--- src/inc/gjw_defines.svh ---
// Purpose: Offsets, field positions, reset values and timing counts of the port/watchdog bank
// Assumes: 10 MHz system clock
// Notes: Definitions only
`ifndef GJW_DEFINES_SVH
`define GJW_DEFINES_SVH

// ==========================================================================
// Register byte offsets
`define GJW_OFS_PORT 8'h00
`define GJW_OFS_WDCFG 8'h04
`define GJW_OFS_STAT 8'h08
`define GJW_OFS_MASK 8'h0C

// ==========================================================================
// Field positions
`define GJW_PORT_DIR_SEL_BIT 8
`define GJW_WD_JABBER_OFF 0
`define GJW_WD_IMM_UNJAB 1
`define GJW_WD_JAB_BYTESEL 2
`define GJW_WD_RSVD_ZERO 3
`define GJW_WD_RX_OFF 4
`define GJW_WD_RX_LONG 5
`define GJW_ST_RX_EXPIRE 0
`define GJW_ST_JABBER 1

// ==========================================================================
// Reset and read-back values
`define GJW_PORT_RESET 32'hFFFFFE00
`define GJW_WDCFG_RESET 32'hFFFFFEC8
`define GJW_OE_N_RESET 8'hFF

// ==========================================================================
// Timing: clock rate, byte and bit-time limits, times in microseconds
`define GJW_CLK_MHZ 10
`define GJW_RX_LIMIT_BYTES 12'hA00
`define GJW_JAB_BYTES 22'h000800
`define GJW_REL_LONG_BITS 6'h28
`define GJW_REL_SHORT_BITS 6'h10
`define GJW_JAB10_US 26000
`define GJW_JAB100_US 2600
`define GJW_UNJAB10_US 365000
`define GJW_UNJAB100_US 36500

`endif

--- src/inc/gjw_pkg.sv ---
// Purpose: Types of the port/watchdog bank
// Assumes: Classic Wishbone, 32-bit data
// Notes: Constants live in gjw_defines.svh
package gjw_pkg;

  // ========================================================================
  // Bus carriers
  typedef struct packed {
    logic cyc;
    logic stb;
    logic we;
    logic [3:0] sel;
    logic [7:0] adr;
    logic [31:0] dat;
  } gjw_wb_req_t;

  typedef struct packed {
    logic ack;
    logic [31:0] dat;
  } gjw_wb_rsp_t;

  // ========================================================================
  // State machines
  typedef enum logic [1:0] {
    GJW_RX_PASS = 2'b00,
    GJW_RX_EXPIRED = 2'b01,
    GJW_RX_RELEASE = 2'b10
  } gjw_rx_t;

  typedef enum logic {
    GJW_TX_OK = 1'b0,
    GJW_TX_JABBED = 1'b1
  } gjw_tx_t;

endpackage : gjw_pkg

--- src/logic/gjw_regbank.sv ---
// Purpose: General-purpose port and receive watchdog / transmit jabber timers
// Assumes: Wishbone slave on clk_i, carrier from a pin, MAC strobes on clk_i
// Notes: All outputs registered; ce_i low freezes everything except reset
//
// How it works
// Eight two-way port pins, one bit each
// Control bit set: write sets pin directions
// Reset makes every port pin an input
// Control clear: write drives output pins only
// Control clear: read returns pin levels
// Software writes zero to reserved bit
// Long release: rx re-enabled after 40 bits
// Short release: rx re-enabled after 16 bits
// Watchdog disable stops the receive counter
// Carrier beyond 2560 bytes times out
// Byte mode: cut transmit at 2048 bytes
// Time mode 10 Mb/s: cut at 26 ms
// Time mode 100 Mb/s: cut at 2.6 ms
// Immediate unjab releases transmit at once
// Delayed unjab 10 Mb/s: 365 ms
// Delayed unjab 100 Mb/s: 36.5 ms
// Jabber disable: no transmit cutoff
// Expired receiver discards data until release
//
// Our own choices: register access over Wishbone and the register offsets.
`timescale 1ns/10ps
`include "gjw_defines.svh"
`default_nettype none

module gjw_regbank #(
  parameter int unsigned JAB10_CYC = `GJW_JAB10_US * `GJW_CLK_MHZ,
  parameter int unsigned JAB100_CYC = `GJW_JAB100_US * `GJW_CLK_MHZ,
  parameter int unsigned UNJAB10_CYC = `GJW_UNJAB10_US * `GJW_CLK_MHZ,
  parameter int unsigned UNJAB100_CYC = `GJW_UNJAB100_US * `GJW_CLK_MHZ
) (
  input wire logic clk_i,
  input wire logic rst_i,
  input wire logic ce_i,
  input wire gjw_pkg::gjw_wb_req_t wb_req_i,
  output var gjw_pkg::gjw_wb_rsp_t wb_rsp_o,
  input wire logic [7:0] gep_i,
  output logic [7:0] gep_o,
  output logic [7:0] gep_oe_n_o,
  input wire logic rx_carrier_i,
  input wire logic rx_byte_i,
  input wire logic bit_tick_i,
  input wire logic speed_100_i,
  input wire logic tx_active_i,
  input wire logic tx_byte_i,
  output logic rx_enable_o,
  output logic tx_enable_o,
  output logic irq_o
);
  import gjw_pkg::*;

  // ========================================================================
  // Elaboration check: timers must fit the 22-bit counter
  if (JAB10_CYC == 0 || JAB100_CYC == 0 || UNJAB10_CYC == 0 || UNJAB100_CYC == 0 ||
      JAB10_CYC >= (1 << 22) || JAB100_CYC >= (1 << 22) ||
      UNJAB10_CYC >= (1 << 22) || UNJAB100_CYC >= (1 << 22)) begin : g_chk
    $error("gjw_regbank: timer count out of range");
  end

  // ========================================================================
  // State of the whole block
  typedef struct packed {
    logic ack;
    logic [31:0] rdat;
    logic [7:0] gin_m;
    logic [7:0] gin;
    logic car_m;
    logic car;
    logic port_dir_select;
    logic [7:0] oe_n;
    logic [7:0] gout;
    logic [5:0] wdcfg;
    gjw_rx_t rx;
    logic [11:0] rx_bytes;
    logic [5:0] rx_bits;
    logic rx_en;
    gjw_tx_t tx;
    logic [21:0] tx_cnt;
    logic tx_en;
    logic [1:0] stat;
    logic [1:0] mask;
    logic irq;
  } gjw_state_t;

  gjw_state_t st_q;
  gjw_state_t st_d;

  logic req;
  logic commit;
  logic [7:0] wadr;
  logic eff_gpc;
  logic [7:0] port_rd;
  logic [5:0] rel_lim;
  logic [21:0] jab_lim;
  logic [21:0] unjab_lim;
  logic [1:0] ev;

  // ========================================================================
  // Bus decode and limit selection
  assign req = wb_req_i.cyc & wb_req_i.stb;
  assign commit = req & st_q.ack;
  assign wadr = {wb_req_i.adr[7:2], 2'b00};
  assign eff_gpc = wb_req_i.sel[1] ? wb_req_i.dat[`GJW_PORT_DIR_SEL_BIT] : st_q.port_dir_select;
  // Direction view, or live levels merged with driven values
  assign port_rd = st_q.port_dir_select ? ~st_q.oe_n : ((st_q.gout & ~st_q.oe_n) | (st_q.gin & st_q.oe_n));
  assign rel_lim = st_q.wdcfg[`GJW_WD_RX_LONG] ? `GJW_REL_LONG_BITS : `GJW_REL_SHORT_BITS;
  assign jab_lim = st_q.wdcfg[`GJW_WD_JAB_BYTESEL] ? `GJW_JAB_BYTES :
                   (speed_100_i ? JAB100_CYC[21:0] : JAB10_CYC[21:0]);
  assign unjab_lim = speed_100_i ? UNJAB100_CYC[21:0] : UNJAB10_CYC[21:0];

  // ========================================================================
  // Next state
  always_comb begin
    st_d = st_q;
    ev = 2'b00;
    // Two-stage synchronisers for pins
    st_d.gin_m = gep_i;
    st_d.gin = st_q.gin_m;
    st_d.car_m = rx_carrier_i;
    st_d.car = st_q.car_m;

    // Bus: answer one cycle after the request, drop ack the cycle after
    st_d.ack = req & ~st_q.ack;
    if (req && !st_q.ack) begin
      case (wadr)
        `GJW_OFS_PORT: st_d.rdat = `GJW_PORT_RESET | {23'h000000, st_q.port_dir_select, port_rd};
        `GJW_OFS_WDCFG: st_d.rdat = (`GJW_WDCFG_RESET & 32'hFFFFFFC0) | {26'h0, st_q.wdcfg};
        `GJW_OFS_STAT: st_d.rdat = {30'h00000000, st_q.stat};
        `GJW_OFS_MASK: st_d.rdat = {30'h00000000, st_q.mask};
        default: st_d.rdat = 32'h00000000;
      endcase
    end

    // Register writes take effect on the acknowledged edge
    if (commit && wb_req_i.we) begin
      case (wadr)
        `GJW_OFS_PORT: begin
          if (wb_req_i.sel[1]) begin
            st_d.port_dir_select = wb_req_i.dat[`GJW_PORT_DIR_SEL_BIT];
          end
          if (wb_req_i.sel[0]) begin
            if (eff_gpc) begin
              st_d.oe_n = ~wb_req_i.dat[7:0];
            end else begin
              st_d.gout = (wb_req_i.dat[7:0] & ~st_q.oe_n) | (st_q.gout & st_q.oe_n);
            end
          end
        end
        `GJW_OFS_WDCFG: begin
          // Reserved bit is stored for read-back but steers nothing
          if (wb_req_i.sel[0]) begin
            st_d.wdcfg = wb_req_i.dat[5:0];
          end
        end
        `GJW_OFS_MASK: begin
          if (wb_req_i.sel[0]) begin
            st_d.mask = wb_req_i.dat[1:0];
          end
        end
        default: begin
        end
      endcase
    end

    // Receive watchdog
    case (st_q.rx)
      GJW_RX_PASS: begin
        st_d.rx_bits = 6'h00;
        if (!st_q.car || st_q.wdcfg[`GJW_WD_RX_OFF]) begin
          st_d.rx_bytes = 12'h000;
        end else if (rx_byte_i) begin
          if (st_q.rx_bytes == `GJW_RX_LIMIT_BYTES - 12'h001) begin
            st_d.rx = GJW_RX_EXPIRED;
            st_d.rx_bytes = 12'h000;
            ev[`GJW_ST_RX_EXPIRE] = 1'b1;
          end else begin
            st_d.rx_bytes = st_q.rx_bytes + 12'h001;
          end
        end
      end
      GJW_RX_EXPIRED: begin
        st_d.rx_bits = 6'h00;
        if (!st_q.car) begin
          st_d.rx = GJW_RX_RELEASE;
        end
      end
      GJW_RX_RELEASE: begin
        // Quiet interval restarts whenever carrier comes back
        if (st_q.car) begin
          st_d.rx = GJW_RX_EXPIRED;
          st_d.rx_bits = 6'h00;
        end else if (bit_tick_i) begin
          if (st_q.rx_bits == rel_lim - 6'h01) begin
            st_d.rx = GJW_RX_PASS;
            st_d.rx_bits = 6'h00;
          end else begin
            st_d.rx_bits = st_q.rx_bits + 6'h01;
          end
        end
      end
      default: begin
        st_d.rx = GJW_RX_PASS;
      end
    endcase
    st_d.rx_en = (st_d.rx == GJW_RX_PASS);

    // Transmit jabber
    case (st_q.tx)
      GJW_TX_OK: begin
        if (!tx_active_i || st_q.wdcfg[`GJW_WD_JABBER_OFF]) begin
          st_d.tx_cnt = 22'h000000;
        end else if (tx_byte_i || !st_q.wdcfg[`GJW_WD_JAB_BYTESEL]) begin
          if (st_q.tx_cnt == jab_lim - 22'h000001) begin
            st_d.tx = GJW_TX_JABBED;
            st_d.tx_cnt = 22'h000000;
            ev[`GJW_ST_JABBER] = 1'b1;
          end else begin
            st_d.tx_cnt = st_q.tx_cnt + 22'h000001;
          end
        end
      end
      GJW_TX_JABBED: begin
        if (st_q.wdcfg[`GJW_WD_IMM_UNJAB] || st_q.wdcfg[`GJW_WD_JABBER_OFF]) begin
          st_d.tx = GJW_TX_OK;
          st_d.tx_cnt = 22'h000000;
        end else if (st_q.tx_cnt == unjab_lim - 22'h000001) begin
          st_d.tx = GJW_TX_OK;
          st_d.tx_cnt = 22'h000000;
        end else begin
          st_d.tx_cnt = st_q.tx_cnt + 22'h000001;
        end
      end
      default: begin
        st_d.tx = GJW_TX_OK;
      end
    endcase
    st_d.tx_en = (st_d.tx == GJW_TX_OK);

    // Sticky status: read clears what was returned, a new event wins
    if (commit && !wb_req_i.we && wadr == `GJW_OFS_STAT) begin
      st_d.stat = st_q.stat & ~st_q.rdat[1:0];
    end
    st_d.stat = st_d.stat | ev;
    st_d.irq = |(st_d.stat & st_d.mask);
  end

  // ========================================================================
  // State register
  always_ff @(posedge clk_i) begin
    if (rst_i) begin
      st_q <= '0;
      st_q.oe_n <= `GJW_OE_N_RESET;
      st_q.wdcfg <= 6'(`GJW_WDCFG_RESET);
      st_q.rx <= GJW_RX_PASS;
      st_q.rx_en <= 1'b1;
      st_q.tx <= GJW_TX_OK;
      st_q.tx_en <= 1'b1;
    end else if (ce_i) begin
      st_q <= st_d;
    end
  end

  // ========================================================================
  // Outputs straight from the state register
  assign wb_rsp_o.ack = st_q.ack;
  assign wb_rsp_o.dat = st_q.rdat;
  assign gep_o = st_q.gout;
  assign gep_oe_n_o = st_q.oe_n;
  assign rx_enable_o = st_q.rx_en;
  assign tx_enable_o = st_q.tx_en;
  assign irq_o = st_q.irq;

  logic wr_port;
  logic rd_port;
  assign wr_port = commit & wb_req_i.we & (wadr == `GJW_OFS_PORT) & wb_req_i.sel[0];
  assign rd_port = req & ~st_q.ack & ~wb_req_i.we & (wadr == `GJW_OFS_PORT);
endmodule : gjw_regbank

`default_nettype wire

--- config.mk ---
export PLATFORM = sky130hd
export DESIGN_NAME = gjw_regbank
export DESIGN_NICKNAME = d
export VERILOG_FILES = /design/src/inc/gjw_pkg.sv /design/src/logic/gjw_regbank.sv
export VERILOG_INCLUDE_DIRS = /design/src /design/src/inc
export SDC_FILE = /design/constraint.sdc
export NUM_CORES = 1
export LEC_CHECK = 0
export ABC_AREA = 1
export BUFFER_PORTS_ARGS = -buffer_cell sky130_fd_sc_hd__buf_2
export CAP_MARGIN = 10
export CORE_ASPECT_RATIO = 2
export CORE_UTILIZATION = 46
export DETAILED_ROUTE_END_ITERATION = 10
export PLACE_DENSITY = 0.72
export SLEW_MARGIN = 15
export SYNTH_ARGS = -nofsm -noshare
export SYNTH_HDL_FRONTEND = slang
export SYNTH_SLANG_ARGS = --single-unit
export TNS_END_PERCENT = 20
--- constraint.sdc ---
create_clock -name clk_i -period 3.5 [get_ports clk_i]
set_input_delay 0.35 -clock clk_i [delete_from_list [all_inputs] [get_ports clk_i]]
set_output_delay 0.35 -clock clk_i [all_outputs]
set_load 0.01 [all_outputs]
==> Implementation_results.wiki <==
{| class="wikitable"
! Metric !! Value
|-
| Run status || complete, no violations
|-
| Largest fanout on the critical path || 12
|-
| Site Rows || 56
|-
| Critical path type || reg -> reg
|-
| Die footprint || approximately 13,000 sq um
|-
| Maximum operating frequency || ~0.44 GHz
|-
| Vias in the first global route || 4,740
|-
| Violation count after the first detailed-routing iteration || 266
|-
| RSZ-0062 raised after global routing || no
|-
| Final layout net count || roughly 890
|-
| Number of antenna-violating nets in the routed design || 0
|-
| Share of layout cells above drive strength 1 || approximately a fifth
|-
| Avg Cell Area, Syn || between 7 and 8 sq um
|-
| Number of post-CTS setup repair buffers || 0
|-
| Area share of the leading cell type in the synthesized netlist || 36.8%
|-
| Data arrival at the endpoint of the critical path || ~2500 ps
|-
| Gr ovfl total || 0
|-
| Design Power || 2360 uW
|-
| Clock tree from TritonCTS || yes
|-
| Share of flip-flops with an asynchronous set or reset after synthesis || 0%
|-
| Master cell of the clock root buffer || sky130_fd_sc_hd__clkbuf_16
|-
| Sink count of the clock tree || ~100
|-
| Total of max-cap violations || 0
|-
| Most common cell in the synthesized netlist || sky130_fd_sc_hd__nand2_1
|-
| Count of endpoints failing hold in the final timing report || 0
|-
| Post-layout util || 51.2%
|-
| Post-CTS clock slew at the launch and capture registers of the worst setup and hold paths || 60 ps
|-
| Post-synthesis cell count || about 790
|-
| Hold_buf cts || 0
|-
| Synth top area cells || sky130_fd_sc_hd__dfxtp_1, sky130_fd_sc_hd__nand2_1, sky130_fd_sc_hd__buf_4, sky130_fd_sc_hd__nor2_1, sky130_fd_sc_hd__inv_1
|-
| Count of endpoints failing setup in the final report || 0
|-
| Lkg Pwr || between 0.002 and 0.003 uW
|-
| Number of port buffers || slightly below 90
|-
| Power density over the cells || around 400 nW/um^2
|-
| Shortest period the worst path allows || approximately 2300 ps
|-
| H-tree Lvls || 3
|-
| Clock latency of the later-clocked register in the worst-skew pair || 340 ps
|-
| Vias per Instance || between 5 and 6
|-
| Area Overhead vs Synth || 8.17%
|-
| Initial Util || a little under half
|-
| CP Capture Type || flop
|-
| Global-route usage over all layers || 22.6%
|-
| Top cell type by total area after synthesis || sky130_fd_sc_hd__dfxtp_1
|-
| Dominant register cell in the synthesized netlist || sky130_fd_sc_hd__dfxtp_1
|-
| Count of instances resized after the clock tree is built || 0
|-
| Period utilisation layout || 64.6%
|-
| Maximum count of clock buffers along a single path || 2
|-
| Average wire per cell in the routed design || 14.0 um
|-
| Post-Syn Nets || ~860
|-
| CORE AREA || between 10,000 and 15,000 sq um
|-
| Final number of max-transition violations || 0
|-
| Worst Max-Slew Pin Slew || around 900 ps
|-
| Syn Std Cell Area || around 5500 sq um
|-
| Detailed-route via count || ~5,000
|-
| Placed cell count || ~950
|-
| Total DRC errors in the routed layout || 0
|-
| Distinct cell type count after synthesis || between 40 and 50
|-
| Initial antenna violation count || 0
|-
| IO Count || around 120
|-
| Hold/Removal Path Class || in -> reg
|-
| Post-synthesis sequential area ratio || between 30 and 40%
|-
| Wire length of the first global-routing pass || between 20,000 and 25,000 um
|-
| Worst slew margin relative to its limit || roughly 40%
|-
| Synth warnings || 0
|-
| Die width || 79.6 um
|-
| Setup TNS || 0 ps
|-
| Required time at the endpoint of the critical path || roughly 3800 ps
|-
| Cell Count, Final, Fillers Out || 968
|-
| Hpwl dp || between 10,000 and 15,000 um
|-
| GP Congestion || around 0.9
|-
| Max Clock Skew || between 6 and 7 ps
|-
| Length of the first detailed-routing pass in iterations || 5
|-
| Height of the die || roughly 160 um
|-
| Largest net degree at the start of global routing || between 40 and 50
|-
| Number of enable flip-flop cells after synthesis || 0
|-
| Number of flip-flops and latches in the synthesized netlist || 102
|-
| Num CTS Buffers || 9
|-
| Type of element launching the critical path || flop
|-
| Antenna diodes || 0
|-
| Worst-case register-to-register setup slack || about 1200 ps
|-
| Wire length after detailed routing || 13,500 um
|-
| Maximum resistive drop on vdd || 0.318 mV
|-
| Commonest cells post-synth || sky130_fd_sc_hd__nand2_1, sky130_fd_sc_hd__dfxtp_1, sky130_fd_sc_hd__nor2_1
|}
## cell type report
cell class | count | area, sq um
inverters | 95 | 358
repair buffers | 93 | 478
clock inverters | 4 | 48.8
multi-input cells | 518 | 2650
flip-flops and latches | 102 | 2040
fillers | 1174 | 5710
well taps | 145 | 181
clock buffers | 11 | 233
## routing by layer
metal  share of wire (%)  up-vias  global-route usage [%]
li1                    -     2584                       -
met1                  36     2341                    22.0
met2                  56      105                    43.3
met3                 2.5       42                    2.61
met4                 5.0        0                    14.8
met5                   0        -                       0
## per-stage QoR
stage	hold slack (ps)	instance area [sq um]	setup slack (ps)
global route	218	5990	1000
CTS	210	5990	1230
detailed placement	445	5710	1240
finish	214	5990	1240
floorplan	429	5540	1800
global placement	439	5710	1260
## cell usage in the layout, fill, tap and decap left out, types with 3 or more instances in the layout
cell type	synthesis	routed
sky130_fd_sc_hd__nand2_1	143	143
sky130_fd_sc_hd__dfxtp_1	102	102
sky130_fd_sc_hd__nor2_1	94	94
sky130_fd_sc_hd__buf_2	3	88
sky130_fd_sc_hd__inv_1	87	87
sky130_fd_sc_hd__a21oi_1	55	55
sky130_fd_sc_hd__o21ai_0	52	52
sky130_fd_sc_hd__nand3_1	48	48
sky130_fd_sc_hd__nor3_1	18	18
sky130_fd_sc_hd__nand3_2	11	11
sky130_fd_sc_hd__nand4_1	10	10
sky130_fd_sc_hd__a21oi_2	10	10
sky130_fd_sc_hd__o21ai_1	9	9
sky130_fd_sc_hd__clkbuf_16	0	9
sky130_fd_sc_hd__xor2_1	8	8
sky130_fd_sc_hd__inv_2	7	7
sky130_fd_sc_hd__nand2_2	6	6
sky130_fd_sc_hd__nor2_4	5	5
sky130_fd_sc_hd__nor2_2	5	5
sky130_fd_sc_hd__buf_4	51	5
sky130_fd_sc_hd__a211oi_1	4	4
sky130_fd_sc_hd__o311ai_0	4	4
sky130_fd_sc_hd__ha_1	4	4
sky130_fd_sc_hd__o211ai_1	3	3
sky130_fd_sc_hd__clkinv_2	1	3
sky130_fd_sc_hd__a31oi_1	3	3
sky130_fd_sc_hd__o32ai_1	3	3
## kinds of logic after synthesis
kind of cell / Yosys count / synth area share, %
AO/OA/AOI/OAI: 153 / 16.0
buffers and inverters: 167 / 15.3
adder cells (fa/ha/maj): 4 / 0.903
AND/OR/NAND/NOR: 352 / 29.6
XOR/XNOR: 9 / 1.42
flip-flops: 102 / 36.8
## final timing paths
check	from	to	cells after the start
max reg2reg	st_q[52]	st_q[17]	12
max	st_q[52]	st_q[17]	12
min reg2reg	st_q[82]	st_q[82]	2
min	wb_req_i[6]	gep_oe_n_o[6]	2
## critical path, stage by stage (launching register included)
cell and delay, ps:
sky130_fd_sc_hd__dfxtp_1 440, sky130_fd_sc_hd__inv_2 140, sky130_fd_sc_hd__ha_1 310, sky130_fd_sc_hd__nand2_1 70, sky130_fd_sc_hd__nand2_1 50, sky130_fd_sc_hd__nor2_1 100, sky130_fd_sc_hd__nand3_1 110, sky130_fd_sc_hd__o21bai_2 180
sky130_fd_sc_hd__nand3_2 280, sky130_fd_sc_hd__nand2_2 290, sky130_fd_sc_hd__inv_1 90, sky130_fd_sc_hd__nand2_1 60, sky130_fd_sc_hd__inv_1 40
## report_power, final
group | internal, uW | switching (uW)
combinational | 57.9 | 123
clock | 550 | 428
sequential | 1190 | 14.9
total | 1790 | 566
## state kept, by name, indices dropped and copies added (netlist names), named ones only
register,flops
gep_oe_n_o,8
tx_enable_o,1
st_q,63
st_d,9
rx_enable_o,1
irq_o,1
wb_rsp_o,11
No activity file was read; power rests on OpenSTA's default activity.
